File: src/pkg/gpio_port_consts.svh
`ifndef GPIO_PORT_CONSTS_SVH
`define GPIO_PORT_CONSTS_SVH

// Word addresses of the registers.
`define ADDR_PIN_LEVEL     4'h0
`define ADDR_OUT_LATCH     4'h1
`define ADDR_DIRECTION     4'h2
`define ADDR_ANALOG_SEL    4'h3
`define ADDR_CMP_CTRL      4'h4
`define ADDR_CONFIG        4'h5
`define ADDR_PERIPH_ENABLE 4'h6

// Reset values.
`define RST_DIRECTION   8'hFF
`define RST_LATCH       8'h00
`define RST_ANALOG_SEL  8'h2F
`define RST_CMP_CTRL    8'h00
`define RST_CONFIG      8'h1F
`define RST_PERIPH_EN   8'h00

// Field positions in the configuration word.
`define CFG_OSC_PINS     0
`define CFG_PWM_ROUTE    1
`define CFG_TIMER_ROUTE  2
`define CFG_CAP3_ROUTE   3
`define CFG_CAP2_ROUTE   4

// Field positions in the peripheral enable word.
`define PEN_SERIAL_CLK   0
`define PEN_PWM_B        1
`define PEN_CAP3         2
`define PEN_CAP2         3

// Comparator output lanes in the comparator control word.
`define CMP1_OUT_EN      0
`define CMP2_OUT_EN      1

// Pin positions of fixed shared functions.
`define PIN_TIMER_CLK    4
`define PIN_CMP1_OUT     4
`define PIN_CMP2_OUT     5
`define PIN_SERIAL_CLK   0
`define PIN_OSC_LO       6
`define PIN_OSC_HI       7
`define PIN_PWM_B_DEF    2
`define PIN_PWM_B_ALT    3
`define PIN_CAP3_DEF     1
`define PIN_CAP3_ALT     5
`define PIN_CAP2_DEF     3
`define PIN_CAP2_ALT     1
`define PIN_TCLK_DEF     4
`define PIN_TCLK_ALT     0

`define OSC_MASK         8'hC0
`define COMPARATOR_MASK  8'h3F

`endif

File: src/pkg/gpio_port_pkg.sv
package gpio_port_pkg;
	// Bus slave states along a Gray path.
	typedef enum logic [1:0] {
		BUS_IDLE = 2'b00,
		BUS_ACK  = 2'b01
	} bus_state_t;
endpackage : gpio_port_pkg

File: src/design/pin_slice.sv
`timescale 1ns/100ps
`default_nettype none
module pin_slice (
	// Clock and reset.
	input  wire logic clk_i,
	input  wire logic rst_i,
	// Control.
	input  wire logic dir_i,
	input  wire logic latch_i,
	input  wire logic analog_i,
	input  wire logic periph_own_i,
	input  wire logic periph_out_i,
	// Pad.
	input  wire logic pad_i,
	output logic      pad_o,
	output logic      pad_oe_o,
	// Synchronised digital level.
	output logic      level_o
);
	logic sync1_r;
	logic sync1_nxt;
	logic sync2_r;
	logic sync2_nxt;

	// Direction picks the driver; a peripheral takes the data source.
	always_comb begin
		pad_oe_o = ~dir_i;
		pad_o    = periph_own_i ? periph_out_i : latch_i;
	end

	// Analog select blocks the digital input before the synchroniser.
	always_comb begin
		sync1_nxt = pad_i & ~analog_i;
		sync2_nxt = sync1_r;
	end

	// Two flops per pin keep a moving pad from reaching read data.
	always_ff @(posedge clk_i) begin
		if (rst_i) begin
			sync1_r <= 1'b0;
			sync2_r <= 1'b0;
		end else begin
			sync1_r <= sync1_nxt;
			sync2_r <= sync2_nxt;
		end
	end

	assign level_o = sync2_r;
endmodule : pin_slice
`default_nettype wire

File: src/design/gpio_port.sv
`timescale 1ns/100ps
`default_nettype none
`include "gpio_port_consts.svh"
module gpio_port (
	// Clock and reset.
	input  wire logic       clk_i,
	input  wire logic       rst_i,
	// Wishbone slave.
	input  wire logic       cyc_i,
	input  wire logic       stb_i,
	input  wire logic       we_i,
	input  wire logic [3:0] adr_i,
	input  wire logic [3:0] sel_i,
	input  wire logic [31:0] dat_i,
	output logic [31:0]     dat_o,
	output logic            ack_o,
	// Port pads.
	input  wire logic [7:0] pad_i,
	output logic [7:0]      pad_o,
	output logic [7:0]      pad_oe_o,
	// Peripheral outputs routed onto pins.
	input  wire logic       cmp1_out_i,
	input  wire logic       cmp2_out_i,
	input  wire logic       serial_clk_out_i,
	input  wire logic       pwm_b_out_i,
	input  wire logic       cap3_out_i,
	input  wire logic       cap2_out_i,
	// Peripheral inputs taken from pins.
	output logic            timer_clk_o,
	output logic            serial_clk_in_o,
	output logic            cap3_in_o,
	output logic            cap2_in_o,
	output logic [5:0]      cmp_pins_o
);
	logic [7:0] dir_r;
	logic [7:0] dir_nxt;
	logic [7:0] lat_r;
	logic [7:0] lat_nxt;
	logic [7:0] ans_r;
	logic [7:0] ans_nxt;
	logic [7:0] cmp_r;
	logic [7:0] cmp_nxt;
	logic [7:0] cfg_r;
	logic [7:0] cfg_nxt;
	logic [7:0] pen_r;
	logic [7:0] pen_nxt;
	logic [31:0] rdat_r;
	logic [31:0] rdat_nxt;
	gpio_port_pkg::bus_state_t st_r;
	gpio_port_pkg::bus_state_t st_nxt;
	logic [7:0] level;
	logic [7:0] own;
	logic [7:0] pout;
	logic [7:0] osc_mask;
	logic       wr_en;

	// Byte lane 0 write merge, used by every register.
	function automatic logic [7:0] merge(input logic [7:0] old,
		input logic [31:0] d, input logic [3:0] s);
		merge = s[0] ? d[7:0] : old;
	endfunction : merge

	// Oscillator takeover masks bits 6 and 7 out of ownership, drivers and the pin, latch and direction reads.
	assign osc_mask = cfg_r[`CFG_OSC_PINS] ? ~`OSC_MASK : 8'hFF;

	// Ownership and data of enabled peripherals per pin.
	always_comb begin
		own  = 8'h00;
		pout = 8'h00;
		if (cmp_r[`CMP1_OUT_EN]) begin
			own[`PIN_CMP1_OUT]  = 1'b1;
			pout[`PIN_CMP1_OUT] = cmp1_out_i;
		end
		if (cmp_r[`CMP2_OUT_EN]) begin
			own[`PIN_CMP2_OUT]  = 1'b1;
			pout[`PIN_CMP2_OUT] = cmp2_out_i;
		end
		if (pen_r[`PEN_SERIAL_CLK]) begin
			own[`PIN_SERIAL_CLK]  = 1'b1;
			pout[`PIN_SERIAL_CLK] = serial_clk_out_i;
		end
		if (pen_r[`PEN_PWM_B]) begin
			if (cfg_r[`CFG_PWM_ROUTE]) begin
				own[`PIN_PWM_B_DEF]  = 1'b1;
				pout[`PIN_PWM_B_DEF] = pwm_b_out_i;
			end else begin
				own[`PIN_PWM_B_ALT]  = 1'b1;
				pout[`PIN_PWM_B_ALT] = pwm_b_out_i;
			end
		end
		if (pen_r[`PEN_CAP3]) begin
			if (cfg_r[`CFG_CAP3_ROUTE]) begin
				own[`PIN_CAP3_DEF]  = 1'b1;
				pout[`PIN_CAP3_DEF] = cap3_out_i;
			end else begin
				own[`PIN_CAP3_ALT]  = 1'b1;
				pout[`PIN_CAP3_ALT] = cap3_out_i;
			end
		end
		if (pen_r[`PEN_CAP2]) begin
			if (cfg_r[`CFG_CAP2_ROUTE]) begin
				own[`PIN_CAP2_DEF]  = 1'b1;
				pout[`PIN_CAP2_DEF] = cap2_out_i;
			end else begin
				own[`PIN_CAP2_ALT]  = 1'b1;
				pout[`PIN_CAP2_ALT] = cap2_out_i;
			end
		end
		own = own & osc_mask;
	end

	// Peripheral inputs read the synchronised, analog-gated pin levels.
	always_comb begin
		timer_clk_o = cfg_r[`CFG_TIMER_ROUTE] ?
			level[`PIN_TCLK_DEF] : level[`PIN_TCLK_ALT];
		serial_clk_in_o = level[`PIN_SERIAL_CLK];
		cap3_in_o = cfg_r[`CFG_CAP3_ROUTE] ?
			level[`PIN_CAP3_DEF] : level[`PIN_CAP3_ALT];
		cap2_in_o = cfg_r[`CFG_CAP2_ROUTE] ?
			level[`PIN_CAP2_DEF] : level[`PIN_CAP2_ALT];
		cmp_pins_o = 6'(level & `COMPARATOR_MASK);
	end

	// One slice per pin; oscillator pins are released from the driver.
	genvar g;
	generate
		for (g = 0; g < 8; g = g + 1) begin : g_slice
			logic oe_raw;
			pin_slice u_slice (
				.clk_i        (clk_i),
				.rst_i        (rst_i),
				.dir_i        (dir_r[g]),
				.latch_i      (lat_r[g]),
				.analog_i     (ans_r[g]),
				.periph_own_i (own[g]),
				.periph_out_i (pout[g]),
				.pad_i        (pad_i[g]),
				.pad_o        (pad_o[g]),
				.pad_oe_o     (oe_raw),
				.level_o      (level[g])
			);
			assign pad_oe_o[g] = oe_raw & osc_mask[g];
		end
	endgenerate

	assign wr_en = cyc_i & stb_i & we_i & (st_r == gpio_port_pkg::BUS_IDLE);

	// Register writes; the pin register address also lands in the latch.
	always_comb begin
		dir_nxt = dir_r;
		lat_nxt = lat_r;
		ans_nxt = ans_r;
		cmp_nxt = cmp_r;
		cfg_nxt = cfg_r;
		pen_nxt = pen_r;
		if (wr_en) begin
			case (adr_i)
				`ADDR_PIN_LEVEL:     lat_nxt = merge(lat_r, dat_i, sel_i);
				`ADDR_OUT_LATCH:     lat_nxt = merge(lat_r, dat_i, sel_i);
				`ADDR_DIRECTION:     dir_nxt = merge(dir_r, dat_i, sel_i);
				`ADDR_ANALOG_SEL:    ans_nxt = merge(ans_r, dat_i, sel_i);
				`ADDR_CMP_CTRL:      cmp_nxt = merge(cmp_r, dat_i, sel_i);
				`ADDR_CONFIG:        cfg_nxt = merge(cfg_r, dat_i, sel_i);
				`ADDR_PERIPH_ENABLE: pen_nxt = merge(pen_r, dat_i, sel_i);
				default: ;
			endcase
		end
	end

	// Read mux; unmapped words read zero and still acknowledge.
	always_comb begin
		rdat_nxt = rdat_r;
		st_nxt   = gpio_port_pkg::BUS_IDLE;
		case (st_r)
			gpio_port_pkg::BUS_IDLE: begin
				if (cyc_i && stb_i) begin
					st_nxt   = gpio_port_pkg::BUS_ACK;
					rdat_nxt = 32'h0000_0000;
					case (adr_i)
						`ADDR_PIN_LEVEL:     rdat_nxt[7:0] = level & osc_mask;
						`ADDR_OUT_LATCH:     rdat_nxt[7:0] = lat_r & osc_mask;
						`ADDR_DIRECTION:     rdat_nxt[7:0] = dir_r & osc_mask;
						`ADDR_ANALOG_SEL:    rdat_nxt[7:0] = ans_r;
						`ADDR_CMP_CTRL:      rdat_nxt[7:0] = cmp_r;
						`ADDR_CONFIG:        rdat_nxt[7:0] = cfg_r;
						`ADDR_PERIPH_ENABLE: rdat_nxt[7:0] = pen_r;
						default:             rdat_nxt = 32'h0000_0000;
					endcase
				end
			end
			gpio_port_pkg::BUS_ACK: st_nxt = gpio_port_pkg::BUS_IDLE;
			default:                st_nxt = gpio_port_pkg::BUS_IDLE;
		endcase
	end

	// State registers; analog defaults make bit 4 a digital input.
	always_ff @(posedge clk_i) begin
		if (rst_i) begin
			dir_r  <= `RST_DIRECTION;
			lat_r  <= `RST_LATCH;
			ans_r  <= `RST_ANALOG_SEL;
			cmp_r  <= `RST_CMP_CTRL;
			cfg_r  <= `RST_CONFIG;
			pen_r  <= `RST_PERIPH_EN;
			rdat_r <= 32'h0000_0000;
			st_r   <= gpio_port_pkg::BUS_IDLE;
		end else begin
			dir_r  <= dir_nxt;
			lat_r  <= lat_nxt;
			ans_r  <= ans_nxt;
			cmp_r  <= cmp_nxt;
			cfg_r  <= cfg_nxt;
			pen_r  <= pen_nxt;
			rdat_r <= rdat_nxt;
			st_r   <= st_nxt;
		end
	end

	assign ack_o = (st_r == gpio_port_pkg::BUS_ACK);
	assign dat_o = rdat_r;
endmodule : gpio_port
`default_nettype wire

File: config.mk
export PLATFORM = sky130hd
export DESIGN_NAME = gpio_port
export DESIGN_NICKNAME = d
export VERILOG_FILES = /design/src/pkg/gpio_port_pkg.sv /design/src/design/pin_slice.sv /design/src/design/gpio_port.sv
export VERILOG_INCLUDE_DIRS = /design/src /design/src/pkg
export SDC_FILE = /design/constraint.sdc
export NUM_CORES = 1
export LEC_CHECK = 0
export BUFFER_PORTS_ARGS = -buffer_cell sky130_fd_sc_hd__buf_2
export CAP_MARGIN = 0
export CORE_ASPECT_RATIO = 2
export CORE_MARGIN = 4
export CORE_UTILIZATION = 50
export DETAILED_ROUTE_END_ITERATION = 8
export GPL_TIMING_DRIVEN = 0
export HOLD_SLACK_MARGIN = 0.02
export PLACE_DENSITY = 0.79
export SETUP_SLACK_MARGIN = 0.4
export SYNTH_ARGS = -nofsm -noshare
export SYNTH_HDL_FRONTEND = slang
export SYNTH_SLANG_ARGS = --single-unit
File: constraint.sdc
create_clock -name clk_i -period 1.9 [get_ports clk_i]
set_input_delay 0.38 -clock clk_i [delete_from_list [all_inputs] [get_ports clk_i]]
set_output_delay 0.38 -clock clk_i [all_outputs]
set_load 0.01 [all_outputs]
==> flow_summary.yaml <==
run_status:
  outcome: "finished clean"
yosys:
  synth_flop_cell: "sky130_fd_sc_hd__dfxtp_1"
  ys_seq_elements: 73
  synth.cell_area_mm2: 0.00352
  synth_top_area_share_pct: 41.6
  synth_area_per_cell_um2: 9.58
  yosys.area.top_type: "sky130_fd_sc_hd__dfxtp_1"
  synthDistinctLibCells: 33
  synth_cells: 367
  ys_async_sr_fraction_pct: 0
  number_of_enable_flip_flop_cells_after_synthesis: 0
  synth_seq_area_share_pct: 41.6
  yosys_warnings: 0
  top_post_synthesis_cells_by_area: "sky130_fd_sc_hd__dfxtp_1 42%, sky130_fd_sc_hd__mux2i_1 12%, sky130_fd_sc_hd__buf_4 9.6%"
pwr:
  irDropWorstVdd_v: 0.000756
  leak_pwr_nw: 2.18
  power_density_mw_per_mm2: 679
  fin_total_pwr_mw: 3.38
hold_path:
  min_delay_path_depth: 2
  hold_start: "rst_i"
  hold_path_end: "st_r[0]$_SDFF_PP0_"
  min-delay-path-class: "input pin to flop"
floorplanning:
  die_area_mm2: 0.00852
  y_dimension_of_the_die_um: 127
  fp-row-count: 43
  initial_core_utilization_pct: 51.1
  dieWidth_um: 67.3
  ioPinCount: 118
  design.core.area_mm2: 0.00689
critical_path:
  worst_setup_path_start_kind: "flop"
  r2r-end: "cfg_r[5]$_SDFFE_PP0P_"
  setup.worst_path.class: "flop to output port"
  worst_ep_arrival_time_ps: 1340
  crit_path_max_incr_delay_ps: 340
  kind_of_cell_with_the_highest_combined_delay_on_the_critical_path: "flip-flops"
  timing.critical_path.cells: "nor2b_4 > mux2i_1 > a21oi_1 > buf_4 > buf_6"
  worst-r2r-cell-count: 5
  required_ps: 1520
  regToRegStartpoint: "st_r[0]$_SDFF_PP0_"
  endpoint_kind: "output port"
  critical_path.n_buffers_inverters: 2
  worst-path-max-fanout: 3
  rrSetupSlack_ps: 340
  slowest_stage: "sky130_fd_sc_hd__dfxtp_2"
clocking:
  cts.path.max_buffers: 2
  total_cts_buffers: 9
  ctsRootBufferMaster: "sky130_fd_sc_hd__clkbuf_16"
  cts_h_tree_lvls: 3
  numClockSinks: 73
  clk_latency_ps: 340
  clock_tree_from_tritoncts: "done"
  clk_transition_reported_paths_ps: 50
final_layout:
  drive_above_1_share_pct: 44.7
  filler_cell_count: 519
  layout.nets: 554
  post_layout_nonfiller_instances: 587
  area_delta_synth_final_pct: 41.7
  antennaDiodeCount: 0
drt:
  route.detailed.wl_per_inst_um: 18.2
  total_drc_errors_in_the_routed_layout: 0
  drtPass1Iterations: 5
  vias_per_cell: 5.51
  first_iter_violations: 318
  postRouteWirelength_um: 10700
  ant_nets: 0
  vias: 3234
flow_run:
  max-cap-violations: 0
grt:
  global_route.usage.total_pct: 25.5
  grt_pass1_vias: 3099
  antenna_found_initial: 0
  global_route_wire_length_before_repair_um: 15900
  grt_start_max_net_pins: 11
  grt_remaining_overflow: 0
timing:
  final-max-slew-violation-count: 0
  grt_setup_unrepaired: "true"
  finClkSkew_ps: 6.05
  setup_viol: 0
  final-hold-violation-count: 0
  max_slew.worst_pin.slew_ps: 737
  period_minus_slack_ps: 1720
  timing.fmax_mhz: 581
  maxSlewHeadroom_pct: 50.9
  min_period_over_period_pct: 90.6
  hold_slack_ps: 276
place:
  place.port_buffers: 66
  hpwl_um: 7130
  numPlacedInstances: 546
  gp_routability_congestion: 0.933
[Yosys cell counts (8+ instances only)]
| cell type | n |
|---|---|
| sky130_fd_sc_hd__dfxtp_1 | 73 |
| sky130_fd_sc_hd__inv_1 | 8 |
| sky130_fd_sc_hd__a22oi_1 | 14 |
| sky130_fd_sc_hd__nand2_1 | 9 |
| sky130_fd_sc_hd__nor3_1 | 19 |
| sky130_fd_sc_hd__nor2b_1 | 13 |
| sky130_fd_sc_hd__nor2_1 | 43 |
| sky130_fd_sc_hd__a21oi_1 | 19 |
| sky130_fd_sc_hd__mux2_2 | 12 |
| sky130_fd_sc_hd__buf_4 | 45 |
| sky130_fd_sc_hd__nor3b_1 | 8 |
| sky130_fd_sc_hd__clkbuf_1 | 10 |
| sky130_fd_sc_hd__mux2i_1 | 43 |
[cell usage in the layout (no fill, tap or decap), types with 7 or more instances in the layout]
| cell | Yosys | layout |
|---|---|---|
| sky130_fd_sc_hd__mux2i_1 | 43 | 41 |
| sky130_fd_sc_hd__nor3b_1 | 8 | 8 |
| sky130_fd_sc_hd__inv_1 | 8 | 8 |
| sky130_fd_sc_hd__nor2_1 | 43 | 43 |
| sky130_fd_sc_hd__buf_2 | 5 | 54 |
| sky130_fd_sc_hd__a22oi_1 | 14 | 13 |
| sky130_fd_sc_hd__buf_4 | 45 | 64 |
| sky130_fd_sc_hd__nor4_4 | 4 | 7 |
| sky130_fd_sc_hd__dfxtp_1 | 73 | 63 |
| sky130_fd_sc_hd__a21oi_1 | 19 | 15 |
| sky130_fd_sc_hd__buf_6 | 0 | 19 |
| sky130_fd_sc_hd__conb_1 | 1 | 24 |
| sky130_fd_sc_hd__clkbuf_1 | 10 | 9 |
| sky130_fd_sc_hd__nor2b_1 | 13 | 12 |
| sky130_fd_sc_hd__nor3_1 | 19 | 10 |
| sky130_fd_sc_hd__clkbuf_16 | 0 | 9 |
[metal layers]
layer / wire (um) / GRT usage, %
met1: 3650 / 27.9
met2: 5740 / 43.2
met3: 781 / 5.85
met4: 515 / 15.0
met5: 0 / 0
[where the power goes]
group | total [mW] | internal, mW | switching, mW
clock | 1.48 | 0.894 | 0.587
combinational | 0.360 | 0.154 | 0.206
sequential | 1.54 | 1.54 | 0.00556
[per-stage QoR]
step           cell area [um2]  setup TNS [ps]  setup slack, ps  utilization [%]
2_1_floorplan             3680               0              279                -
3_3_place_gp              4120           -4040             -224             59.8
3_5_place_dp              4120           -5350             -310             59.8
4_1_cts                   4690               0              182             68.0
5_1_grt                   4980               0              109             72.3
6_report                  4980               0              179             72.3
[flip-flops by register name, indices dropped and copies added (netlist names), 8 cells and up]
register                 cells
cmp_r                        8
dat_o                        8
g_slice.u_slice.level_o      8
lat_r                        8
pen_r                        8
ans_r                        8
cfg_r                        8
dir_r                        8
g_slice.u_slice.sync1_r      8
[how the worst max path moves through the flow]
stage | start | endpoint | slack [ps] | cells past startpoint
6_report | pen_r[1]$_SDFFE_PP0P_ | pad_o[3] | 180 | 5
5_1_grt | cfg_r[3]$_SDFFE_PP1P_ | pad_o[1] | 110 | 6
4_1_cts | cfg_r[3]$_SDFFE_PP1P_ | pad_o[1] | 180 | 6
3_5_place_dp | adr_i[0] | ans_r[2]$_SDFFE_PP1P_ | -310 | 5
3_3_place_gp | adr_i[2] | ans_r[5]$_SDFFE_PP1P_ | -220 | 5
2_1_floorplan | st_r[0]$_SDFF_PP0_ | lat_r[1]$_SDFFE_PP0P_ | 280 | 5
[cells by family after synthesis]
logic type,count (synthesis),synth area share (%)
AND/OR/NAND/NOR,110,18.3
flip-flops,73,41.6
buffers and inverters,72,12.7
AO/OA/AOI/OAI,56,11.3
multiplexers,55,16.1
other,1,0.107
[timing repair]
item                       in CTS  in global routing
buffers inserted               17                 10
gates resized for setup        43                 59
pin swaps                      11                  5
hold buffers                    0                  0
setup endpoints to repair      63                 61
gates cloned                    0                  1
[layout make-up]
| class | count | area [um2] | area share (%) |
|---|---|---|---|
| tap | 90 | 113 | 2.26 |
| timing repair buffer | 94 | 686 | 13.8 |
| clock inverter | 1 | 5.00 | 0.100 |
| inverter | 8 | 30.0 | 0.603 |
| sequential | 73 | 1480 | 29.8 |
| clock buffer | 12 | 246 | 4.95 |
| buffer | 64 | 494 | 9.92 |
| multi-input combinational | 245 | 1920 | 38.6 |
Power figures use the tool's default switching activity.
